**src/core/rbm_pkg.sv**
```systemverilog
// Purpose: shared constants for the reset-time boot and memory-mode selector
// Assumes: 100 MHz system clock, mode pins sampled while the reset pin is high
// Notes: the register port offsets are word indices on a plain strobe port
package rbm_pkg;
	// boot method decoded from the mode pins
	typedef enum logic [1:0] {
		RBM_BOOT_BYTE,
		RBM_BOOT_NONE,
		RBM_BOOT_HOST,
		RBM_BOOT_BAD
	} rbm_boot_e;
	// register port width and offsets
	localparam int unsigned RBM_ADDR_W = 4;
	localparam logic [3:0] RBM_REG_STATUS = 4'h0;
	localparam logic [3:0] RBM_REG_FLAG = 4'h1;
	localparam logic [3:0] RBM_REG_BOOTCNT = 4'h2;
	// status field positions
	localparam int unsigned RBM_ST_HOSTMODE = 0;
	localparam int unsigned RBM_ST_RUN = 1;
	localparam int unsigned RBM_ST_BAD = 2;
	localparam int unsigned RBM_ST_ACKOD = 3;
	localparam int unsigned RBM_ST_BOOT_LO = 4;
	// flag register field positions
	localparam int unsigned RBM_FL_OUT = 0;
	localparam int unsigned RBM_FL_DIR = 1;
	localparam int unsigned RBM_FL_IN = 2;
	// boot load length in program words
	localparam int unsigned RBM_BOOT_WORDS = 32;
	localparam logic [5:0] RBM_BOOT_WORDS_6 = 6'h20;
	// first fetch address and host release address
	localparam logic [13:0] RBM_START_ADDR = 14'h0000;
	localparam logic [13:0] RBM_HOST_GO_ADDR = 14'h0000;
	// reset values
	localparam logic RBM_FLAG_DIR_RST = 1'h0;
	localparam logic RBM_FLAG_OUT_RST = 1'h0;
	// synchroniser depth
	localparam int unsigned RBM_SYNC_STAGES = 2;
endpackage

```
**src/core/rbm_boot_select.sv**
```systemverilog
// Purpose: catches the mode pins at reset, picks memory mode and boot method,
//   holds execution until boot completes, and runs the shared flag pin after reset
// Assumes: rst is the reset pin already brought onto clk_sys, active high;
//   mode pins and the shared flag pin pass two flip-flops before use
// Notes: the mode level is caught on every clock while reset is high, so the
//   value that stands at the release is the one kept
//
// Operation
// memory mode caught at reset, then kept
// CBA=000: byte load 32 words, full memory
// CBA=010: no boot, fetch from address 0
// pin D ignored when pin C low
// CBA=100: host mode, byte load 32 words
// CBA=101: host mode, wait host write 0
// pin D low drives ack, high open-drain
// mode C pin becomes flag two afterwards
// outside driver releases mode pin at reset end
// flag direction chosen by software before power-down
// host mode drives only lowest address bit
// wired-OR ack only in open-drain style
// other pin patterns flagged as unsupported
`timescale 1ns/1ns
`default_nettype none
module rbm_boot_select (
	// clock, reset and enable
	input wire logic clk_sys,
	input wire logic rst,
	input wire logic clk_en,
	// mode pins: d, b, a dedicated; c shared with flag two
	input wire logic mode_d_pin,
	input wire logic mode_b_pin,
	input wire logic mode_a_pin,
	input wire logic flag_pin_two_in,
	output logic flag_pin_two_out,
	output logic flag_pin_two_oe_n,
	// byte-port dma word arrival during boot
	output logic byte_port_dma_start,
	input wire logic byte_port_dma_word,
	// host-port dma program memory write
	input wire logic host_port_dma_pm_wr,
	input wire logic [13:0] host_port_dma_addr,
	// host access acknowledge from the port logic, active low
	input wire logic host_access_ack_n_int,
	output logic host_access_ack_n_out,
	output logic host_access_ack_n_oe_n,
	// execution control
	output logic core_run,
	output logic [13:0] core_start_addr,
	output logic host_mem_mode,
	output logic addr_drive_low_only,
	output logic mode_unsupported,
	// register port
	input wire logic [rbm_pkg::RBM_ADDR_W-1:0] reg_addr,
	input wire logic [7:0] reg_wdata,
	input wire logic reg_wr,
	input wire logic reg_rd,
	output logic [7:0] reg_rdata
);
	// synchronised pins
	logic [3:0] pins_sync; // {d, c, b, a}
	logic [3:0] mode_ff; // mode pins caught during reset
	rbm_pkg::rbm_boot_e boot_ff; // decoded boot method
	rbm_pkg::rbm_boot_e nxt_boot; // decode of the caught pins
	logic host_mode_ff; // host memory mode kept after reset
	logic ack_od_ff; // acknowledge pin open-drain style
	logic run_ff; // execution released
	logic [5:0] word_cnt_ff; // boot words received
	logic start_ff; // byte load start pulse
	logic started_ff; // byte load start already issued
	logic flag_dir_ff; // flag two direction, 1 = output
	logic flag_out_ff; // flag two output level
	logic flag_oe_n_ff; // registered pin enable
	logic ack_out_ff; // registered ack level
	logic ack_oe_n_ff; // registered ack enable
	logic [7:0] rdata_ff; // read data
	logic [13:0] start_addr_ff; // first fetch address
	logic bad_ff; // unsupported pattern seen

	rbm_sync #(
		.WIDTH(4)
	) u_pin_sync (
		.clk_sys(clk_sys),
		.rst(1'b0),
		.clk_en(clk_en),
		.din({mode_d_pin, flag_pin_two_in, mode_b_pin, mode_a_pin}),
		.dout(pins_sync)
	);

	// decode of the caught pattern
	wire pin_d = mode_ff[3];
	wire pin_c = mode_ff[2];
	wire pin_b = mode_ff[1];
	wire pin_a = mode_ff[0];
	always_comb begin
		// pin d plays no part here, only in the ack style
		nxt_boot = rbm_pkg::RBM_BOOT_BAD;
		if (!pin_c && !pin_b && !pin_a) begin
			nxt_boot = rbm_pkg::RBM_BOOT_BYTE;
		end else if (!pin_c && pin_b && !pin_a) begin
			nxt_boot = rbm_pkg::RBM_BOOT_NONE;
		end else if (pin_c && !pin_b && !pin_a) begin
			nxt_boot = rbm_pkg::RBM_BOOT_BYTE;
		end else if (pin_c && !pin_b && pin_a) begin
			nxt_boot = rbm_pkg::RBM_BOOT_HOST;
		end
	end

	// boot events
	wire boot_is_byte = (boot_ff == rbm_pkg::RBM_BOOT_BYTE);
	wire boot_is_host = (boot_ff == rbm_pkg::RBM_BOOT_HOST);
	wire last_word = byte_port_dma_word && (word_cnt_ff == rbm_pkg::RBM_BOOT_WORDS_6 - 6'h01);
	wire host_go = host_port_dma_pm_wr && (host_port_dma_addr == rbm_pkg::RBM_HOST_GO_ADDR);
	wire nxt_run = boot_is_byte ? last_word : (boot_is_host ? host_go : 1'b0);

	// register decode
	wire sel_status = (reg_addr == rbm_pkg::RBM_REG_STATUS);
	wire sel_flag = (reg_addr == rbm_pkg::RBM_REG_FLAG);
	wire sel_cnt = (reg_addr == rbm_pkg::RBM_REG_BOOTCNT);
	wire flag_wr = reg_wr && sel_flag && !rst;
	wire [7:0] status_word = {2'h0, boot_ff, ack_od_ff, bad_ff, run_ff, host_mode_ff};
	wire [7:0] flag_word = {5'h00, pins_sync[2], flag_dir_ff, flag_out_ff};
	wire [7:0] nxt_rdata = sel_status ? status_word : (sel_flag ? flag_word : (sel_cnt ? {2'h0, word_cnt_ff} : 8'h00));

	// acknowledge pin style: driven both ways or pull low only
	wire ack_drive = host_mode_ff && !rst;
	wire nxt_ack_oe_n = !ack_drive || (ack_od_ff && host_access_ack_n_int);
	wire nxt_ack_out = ack_od_ff ? 1'b0 : host_access_ack_n_int;

	// mode capture while reset holds
	always_ff @(posedge clk_sys) begin
		if (rst) begin
			if (clk_en) begin
				mode_ff <= pins_sync;
			end
		end
	end

	// decoded configuration, fixed from release onward
	always_ff @(posedge clk_sys) begin
		if (clk_en) begin
			if (rst) begin
				boot_ff <= nxt_boot;
				host_mode_ff <= pin_c;
				ack_od_ff <= pin_d;
				bad_ff <= (nxt_boot == rbm_pkg::RBM_BOOT_BAD);
				start_addr_ff <= rbm_pkg::RBM_START_ADDR;
			end
		end
	end

	// execution hold and boot word count
	always_ff @(posedge clk_sys) begin
		if (rst) begin
			run_ff <= 1'b0;
			word_cnt_ff <= 6'h00;
		end else if (clk_en) begin
			if (boot_ff == rbm_pkg::RBM_BOOT_NONE) begin
				run_ff <= 1'b1;
			end else if (nxt_run) begin
				run_ff <= 1'b1;
			end
			if (boot_is_byte && byte_port_dma_word && !run_ff) begin
				word_cnt_ff <= word_cnt_ff + 6'h01;
			end
		end
	end

	// one start pulse for the byte load after release
	always_ff @(posedge clk_sys) begin
		if (rst) begin
			start_ff <= 1'b0;
			started_ff <= 1'b0;
		end else if (clk_en) begin
			start_ff <= boot_is_byte && !started_ff;
			started_ff <= started_ff || boot_is_byte;
		end
	end

	// shared flag pin: released during reset, software owned after
	always_ff @(posedge clk_sys) begin
		if (rst) begin
			flag_dir_ff <= rbm_pkg::RBM_FLAG_DIR_RST;
			flag_out_ff <= rbm_pkg::RBM_FLAG_OUT_RST;
			flag_oe_n_ff <= 1'b1;
		end else if (clk_en) begin
			if (flag_wr) begin
				flag_out_ff <= reg_wdata[rbm_pkg::RBM_FL_OUT];
				flag_dir_ff <= reg_wdata[rbm_pkg::RBM_FL_DIR];
			end
			flag_oe_n_ff <= !flag_dir_ff;
		end
	end

	// acknowledge pin and read data registers
	always_ff @(posedge clk_sys) begin
		if (rst) begin
			ack_out_ff <= 1'b1;
			ack_oe_n_ff <= 1'b1;
			rdata_ff <= 8'h00;
		end else if (clk_en) begin
			ack_out_ff <= nxt_ack_out;
			ack_oe_n_ff <= nxt_ack_oe_n;
			rdata_ff <= reg_rd ? nxt_rdata : 8'h00;
		end
	end

	// outputs
	assign flag_pin_two_out = flag_out_ff;
	assign flag_pin_two_oe_n = flag_oe_n_ff;
	assign byte_port_dma_start = start_ff;
	assign host_access_ack_n_out = ack_out_ff;
	assign host_access_ack_n_oe_n = ack_oe_n_ff;
	assign core_run = run_ff;
	assign core_start_addr = start_addr_ff;
	assign host_mem_mode = host_mode_ff;
	assign addr_drive_low_only = host_mode_ff;
	assign mode_unsupported = bad_ff;
	assign reg_rdata = rdata_ff;
endmodule
`default_nettype wire

```
**src/core/rbm_sync.sv**
```systemverilog
// Purpose: two-stage synchroniser for pins arriving from outside the clock domain
// Assumes: the width is a parameter; the clock enable freezes the stages
// Notes: the first stage is read only by the second stage
`timescale 1ns/1ns
`default_nettype none
module rbm_sync #(
	parameter int unsigned WIDTH = 1
) (
	// clock and enable
	input wire logic clk_sys,
	input wire logic rst,
	input wire logic clk_en,
	// pins in and synchronised out
	input wire logic [WIDTH-1:0] din,
	output logic [WIDTH-1:0] dout
);
	logic [WIDTH-1:0] meta_ff; // first stage, read only by second
	logic [WIDTH-1:0] hold_ff; // second stage

	// two flip-flops per bit
	always_ff @(posedge clk_sys) begin
		if (rst) begin
			meta_ff <= '0;
			hold_ff <= '0;
		end else if (clk_en) begin
			meta_ff <= din;
			hold_ff <= meta_ff;
		end
	end

	assign dout = hold_ff;
endmodule
`default_nettype wire

```
**config.mk**
```make
export PLATFORM = sky130hd
export DESIGN_NAME = rbm_boot_select
export DESIGN_NICKNAME = d
export VERILOG_FILES = /design/src/core/rbm_pkg.sv /design/src/core/rbm_boot_select.sv /design/src/core/rbm_sync.sv
export SDC_FILE = /design/constraint.sdc
export NUM_CORES = 1
export LEC_CHECK = 0
export BUFFER_PORTS_ARGS = -buffer_cell sky130_fd_sc_hd__buf_2
export CORE_MARGIN = 4
export CORE_UTILIZATION = 40
export DETAILED_ROUTE_END_ITERATION = 12
export PLACE_DENSITY_LB_ADDON = 0.15
export SYNTH_ARGS = -nofsm -noshare
export SYNTH_HDL_FRONTEND = slang
export SYNTH_HIERARCHICAL = 1
export SYNTH_SLANG_ARGS = --single-unit
```
**constraint.sdc**
```tcl
create_clock -name clk_sys -period 1.8 [get_ports clk_sys]
set_clock_uncertainty 0.2 [all_clocks]
set_input_delay 0 -clock clk_sys [delete_from_list [all_inputs] [get_ports clk_sys]]
set_output_delay 0 -clock clk_sys [all_outputs]
set_load 0.05 [all_outputs]
```
==> reports/qor.yml, run 1 <==
yosys:
  synth_top_family_by_area: "simple AND/OR/NAND/NOR gates"
  synth_compound_area_share_pct: 7.947
  async_flop_share_pct: 0
  synth_area_um2: 1700
  syn_area_per_cell_um2: 9.772
  ys_seq_area_share_pct: 48.86
  synth_edf_count: 9
  synth_flop_cell: "dfxtp_1"
  yosysUniqueCellTypes: 37
  syn_inst: 174
  synth-simple-area-share_pct: 21.49
  synth.area.mux_share_pct: 7.064
  synthAdderAreaFrac_pct: 0.7358
  synth-xor-area-share_pct: 2.575
  synth_warnings: 6
  synth-seq-cells: 37
power:
  ir_worst_vdd_v: 0.0004828
  p_switching_w: 0.0004958
  p_leak_nw: 1.010
  p_clk_share_pct: 37.8
  intPower_w: 0.001401
  comb_power_share_pct: 15.2
  power_frac_seq_pct: 46.9
  powerDensity_nw_per_um2: 807.1
  switching_share_pct: 26.14
drt:
  wl_per_cell_um: 12.90
  post_drt_via_cell_ratio: 4.786
  drtPass1Iterations: 4
  ant_nets: 0
  drtIter0Drc: 142
  vias: 1455
  routed_wirelength_mm: 3.923
  drc_errors: 0
finish:
  ff_latch_area_um2: 830.8
  diodes: 0
  postLayoutCellArea_um2: 2350
  multi_input_area_um2: 754.5
  fillers: 348
  syn_to_final_growth_pct: 38.19
  finalNetCount: 292
  fin_util_pct: 57.91
  drive_above_1_share_pct: 24.80
floorplan:
  die_w_um: 73.20
  dieArea_um2: 5358
  die_h_um: 73.20
  rows: 23
  initial_core_util_pct: 41.91
  io_pins: 69
  core_um2: 4058
worst_setup_path:
  end_kind: "register"
  critPathMaxFanout: 3
  cp_cell_sequence: "or4_4, o41ai_2, a31oi_1, nor2_1"
  max_stage_delay_ns: 0.55
  arrival_ns: 1.75
  cp-startpoint: "boot_ff[0]"
  crit_type: "reg -> reg"
  cp_slowest_cell: "or4_4"
  cp-start-kind: "register"
  r2r_slack_ns: 0.07
  worst-path-buf-inv: 0
  r2r_cells: 4
  r2r_start: "boot_ff[0]"
  critical_path_cell_count: 4
  path_delay_family: "simple AND/OR/NAND/NOR gates"
  crit_required_ns: 1.83
job:
  cap_violations: 0
timing:
  maxSlewViolCount: 0
  fin_ws_ns: 0.07369
  max_freq_mhz: 579.3
  rsz0062_at_grt: "true"
  whs_ns: 0.02126
  hold_viol_final: 0
  setup_viol: 0
  relSlewSlack_pct: 58.52
  min_period_ns: 1.726
  fin_crit_sh_pct: 95.91
  max_slew.worst_pin.slew_ns: 0.6201
worst_hold_path:
  hp-start: "clk_en"
  hold_class: "in -> reg"
  min_path_cells: 3
placement:
  hpwl_mm: 2.681
  dpl-instance-area_um2: 1909
  port_buffers: 46
  dp_slack_ns: 0.01153
  place_congestion: 0.7979
global_route:
  first_global_vias: 1420
  grt_pass1_wl_mm: 6.506
  antenna_found_initial: 0
  grt_use_total_pct: 16.05
  overflow: 0
  grt_max_degree: 21
clock_network:
  cts_max_level: 2
  cts_tree: "yes"
  numCtsBuffers: 5
  cts_buffer_depth: 2
  cts.sinks: 37
  insertion_delay_ns: 0.29
  root_buffer: "clkbuf_8"
  clkTransAtPathRegs_ns: 0.07
run_status:
  outcome: "finished clean"
-- stage by stage --
step	power, W	TNS [ns]	instances
5_1_grt	0.001979	-0.006562	304
2_1_floorplan	0.001113	0	190
4_1_cts	0.001909	0	302
6_report	0.001897	0	304
3_5_place_dp	0.001146	0	264
3_3_place_gp	0.001142	0	264
-- final timing paths --
kind	endpoint
max	core_run
min	started_ff
max reg2reg	core_run
min reg2reg	mode_ff[1]
-- cell families after synthesis --
| group | count (synthesis) |
|---|---|
| AOI/OAI and AO/OA | 20 |
| xor gates and xnor gates | 5 |
| adders and majority gates | 1 |
| buffers and inverters | 31 |
| DFF | 37 |
| muxes | 12 |
| other | 1 |
| and+or+nand+nor | 67 |
-- cells in the final DEF, fill, tap and decap left out, types with 6 or more instances in the layout --
cell / synthesis / routed
buf_2: 1 / 46
conb_1: 1 / 17
dfxtp_1: 28 / 28
dlygate4sd3_1: 0 / 30
edfxtp_1: 9 / 9
inv_1: 6 / 6
mux2i_1: 12 / 12
nand2_1: 9 / 9
nand2b_1: 12 / 12
nor2_1: 23 / 23
-- cell usage after synthesis, types with 3 or more instances --
cell	count	share of area (%)
a32oi_1	3	1.5
buf_4	17	7.5
clkbuf_1	4	0.88
dfxtp_1	28	33
edfxtp_1	9	16
inv_1	6	1.3
mux2i_1	12	7.1
nand2_1	9	2.0
nand2b_1	12	4.4
nand3_1	3	0.88
nor2_1	23	5.1
nor2b_1	5	1.8
nor3_1	3	0.88
o21ai_0	5	1.5
o22ai_1	3	1.1
or4_1	3	1.3
xnor2_1	5	2.6
-- registers in the layout (all words and copies together), names as in the netlist --
signal / count
mode_ff: 4
host_access_ack_n_oe_n: 1
word_cnt_ff: 6
started_ff: 1
core_run: 1
flag_dir_ff: 1
host_access_ack_n_out: 1
reg_rdata: 6
addr_drive_low_only: 1
boot_ff: 2
flag_pin_two_out: 1
u_pin_sync/meta_ff: 4
byte_port_dma_start: 1
mode_unsupported: 1
flag_pin_two_oe_n: 1
u_pin_sync/dout: 4
ack_od_ff: 1
-- final cells by class --
| type | instances | share of cell area (%) |
|---|---|---|
| Sequential cell | 37 | 35.36 |
| Clock inverter | 2 | 1.651 |
| Tap cell | 50 | 2.662 |
| Clock buffer | 6 | 3.088 |
| Timing Repair Buffer | 81 | 24.17 |
| Inverter | 6 | 0.9585 |
| Multi-Input combinational cell | 122 | 32.11 |
-- per-layer routing --
layer,share of wire [%],global-route usage [%],up-vias
met5,0,0,-
met4,2.6,8.197,0
met3,5.8,4.545,9
met2,51,26.51,42
met1,41,18.80,689
li1,-,-,715
-- timing repair --
item	CTS	global route
hold endpoints to repair	24	0
buffers inserted	0	2
hold buffers	30	0
resized for setup	1	2
pin swaps	0	1
setup endpoints to repair	1	4
-- tightest hold or removal path, cell delays in order --
cell,delay (ns)
buf_2,0.11
or3b_4,0.28
a21oi_1,0.07
-- power by group through the flow --
stage          clock network [W]  registers, W  logic, W
2_1_floorplan                  0      0.000933  0.000181
3_3_place_gp                   0      0.000908  0.000234
3_5_place_dp                   0      0.000910  0.000236
4_1_cts                 0.000736      0.000890  0.000283
5_1_grt                 0.000774      0.000893  0.000312
6_report                0.000717      0.000890  0.000289
Power figures use the tool's default switching activity.
==> inputs of run 2 (changes only) <==
--- a/config.mk
+++ b/config.mk
@@ -5,7 +5,7 @@
 export SDC_FILE = /design/constraint.sdc
 export NUM_CORES = 1
 export LEC_CHECK = 0
-export BUFFER_PORTS_ARGS = -buffer_cell sky130_fd_sc_hd__buf_2
+export BUFFER_PORTS_ARGS = -buffer_cell sky130_fd_sc_hd__clkbuf_2
 export CORE_MARGIN = 4
 export CORE_UTILIZATION = 40
 export DETAILED_ROUTE_END_ITERATION = 12
==> reports/qor.yml, run 2 (synthesis results as in run 1) <==
clock_network:
  cts.sinks: 37  # unchanged
  numCtsBuffers: 5  # unchanged
  cts_max_level: 2  # unchanged
  cts_buffer_depth: 2  # unchanged
  clkTransAtPathRegs_ns: 0.08  # about the same
  cts_tree: "yes"
  insertion_delay_ns: 0.29  # about the same
  root_buffer: "clkbuf_8"
finish:
  drive_above_1_share_pct: 25.20  # +0.40 points
  final_cell_mix: "clkbuf_2 (46), dfxtp_1 (28), dlygate4sd3_1 (28), nor2_1 (22), conb_1 (17)"
  final_common_cell: "clkbuf_2"
  diodes: 0  # unchanged
  fin_util_pct: 57.48  # -0.43 points
  fillers: 351  # +0.86%
  ff_latch_area_um2: 830.8  # unchanged
  finalNetCount: 288  # -1.4%
  syn_to_final_growth_pct: 37.16
  multi_input_area_um2: 772.0  # +2.3%
drt:
  wl_per_cell_um: 13.73  # +6.4%
  drc_errors: 0  # unchanged
  post_drt_via_cell_ratio: 4.697  # -1.9%
  vias: 1409  # -3.2%
  routed_wirelength_mm: 4.120  # +5.0%
  drtIter0Drc: 108  # -24%
  ant_nets: 0  # unchanged
  drtPass1Iterations: 4  # unchanged
timing:
  hold_viol_final: 0  # unchanged
  fin_crit_sh_pct: 97.36  # +1.5 points
  maxSlewViolCount: 0  # unchanged
  setup_viol: 0  # unchanged
  final.setup.tns_ns: 0  # unchanged
  min_period_ns: 1.753  # +0.02623 ns
  max_freq_mhz: 570.6  # -1.5%
  rsz0062_at_grt: "true"
floorplan:
  die_w_um: 73.20  # unchanged
  die_h_um: 73.20  # unchanged
  io_pins: 69  # unchanged
  rows: 23  # unchanged
  core_um2: 4058  # unchanged
  initial_core_util_pct: 41.91  # unchanged
  dieArea_um2: 5358  # unchanged
global_route:
  first_global_vias: 1421  # +0.070%
  overflow: 0  # unchanged
  grt_pass1_wl_mm: 6.706  # +3.1%
  grt_max_degree: 21  # unchanged
  antenna_found_initial: 0  # unchanged
  grt_use_total_pct: 16.69  # +0.64 points
power:
  intPower_w: 0.001397  # -0.29%
  power_frac_seq_pct: 46.9  # about the same
  powerDensity_nw_per_um2: 814.3  # +0.89%
  comb_power_share_pct: 15.3  # about the same
  switching_share_pct: 26.46  # +0.31 points
  p_clk_share_pct: 37.8  # about the same
  p_leak_nw: 1.012  # +0.26%
  p_switching_w: 0.0005024  # +1.3%
  ir_worst_vdd_v: 0.0005302  # +9.8%
  finalPower_w: 0.001899  # +0.13%
worst_setup_path:
  critPathMaxFanout: 1  # -2
  cp-start-kind: "input pin"
  crit_type: "in -> reg"
  crit_required_ns: 1.83  # about the same
  arrival_ns: 1.78  # +0.03 ns
  end_kind: "register"
worst_hold_path:
  hold_class: "in -> reg"
job:
  cap_violations: 0  # unchanged
placement:
  port_buffers: 46  # unchanged
  hpwl_mm: 2.764  # +3.1%
  place_congestion: 0.7979  # unchanged
run_status:
  outcome: "finished clean"
## run 2: cell types whose count changed in the layout (fill, tap and decap cells not counted), sizes merged
cell,change
clkbuf,+46
dlygate4sd3,-2
buf,-48
## run 2: layer usage
layer,share of wire [%],track usage (%)
met1,42,19.95
met2,53,27.71
met3,5.0,4.270
met4,0.83,7.992
met5,0,0
## run 2: stage by stage
| stage | std cells | area, um^2 | hold WS (ns) | setup slack [ns] |
|---|---|---|---|---|
| 3_5_place_dp | 264 | 1909 | 0.01354 | 0.008520 |
| 3_3_place_gp | 264 | 1909 | -0.002312 | 0.05399 |
| 5_1_grt | 300 | 2332 | 0.04115 | -0.01796 |
| 6_report | 300 | 2332 | 0.01978 | 0.04746 |
| 2_1_floorplan | 190 | 1760 | -0.09138 | 0.1221 |
| 4_1_cts | 300 | 2303 | 0.01293 | 0.004777 |
## run 2: worst paths after layout
kind	start	to	slack [ns]	cells after the start
max reg2reg	boot_ff[0]	core_run	0.09	4
min reg2reg	mode_ff[3]	ack_od_ff	0.23	0
max	host_port_dma_addr[9]	core_run	0.05	6
min	clk_en	started_ff	0.02	3
## run 2: area by class of cell
| class | instances | area share [%] |
|---|---|---|
| inverter | 6 | 0.9657 |
| multi-input combinational | 122 | 33.10 |
| clock inverter | 2 | 1.663 |
| timing repair buffer | 77 | 22.85 |
| sequential | 37 | 35.62 |
| clock buffer | 6 | 3.112 |
| tap | 50 | 2.682 |
## run 2: critical path, cell delays in order
cell and delay, ns:
dlygate4sd3_1 0.56, clkbuf_2 0.13, or4b_4 0.52, o41ai_4 0.35, a31oi_1 0.12, nor2_1 0.09
## run 2: power groups by stage
stage          logic, W  registers, W  clock network, W
2_1_floorplan  0.000181      0.000933                 0
3_3_place_gp   0.000234      0.000909                 0
3_5_place_dp   0.000237      0.000910                 0
4_1_cts        0.000281      0.000891          0.000738
5_1_grt        0.000312      0.000894          0.000786
6_report       0.000290      0.000890          0.000719
## run 2: what timing repair did
item	in CTS	in global routing
resized for setup	1	5
hold buffers	28	0
pin swaps	0	2
endpoints found under the setup margin	2	2
setup buffers	0	0
hold endpoints to repair	23	0
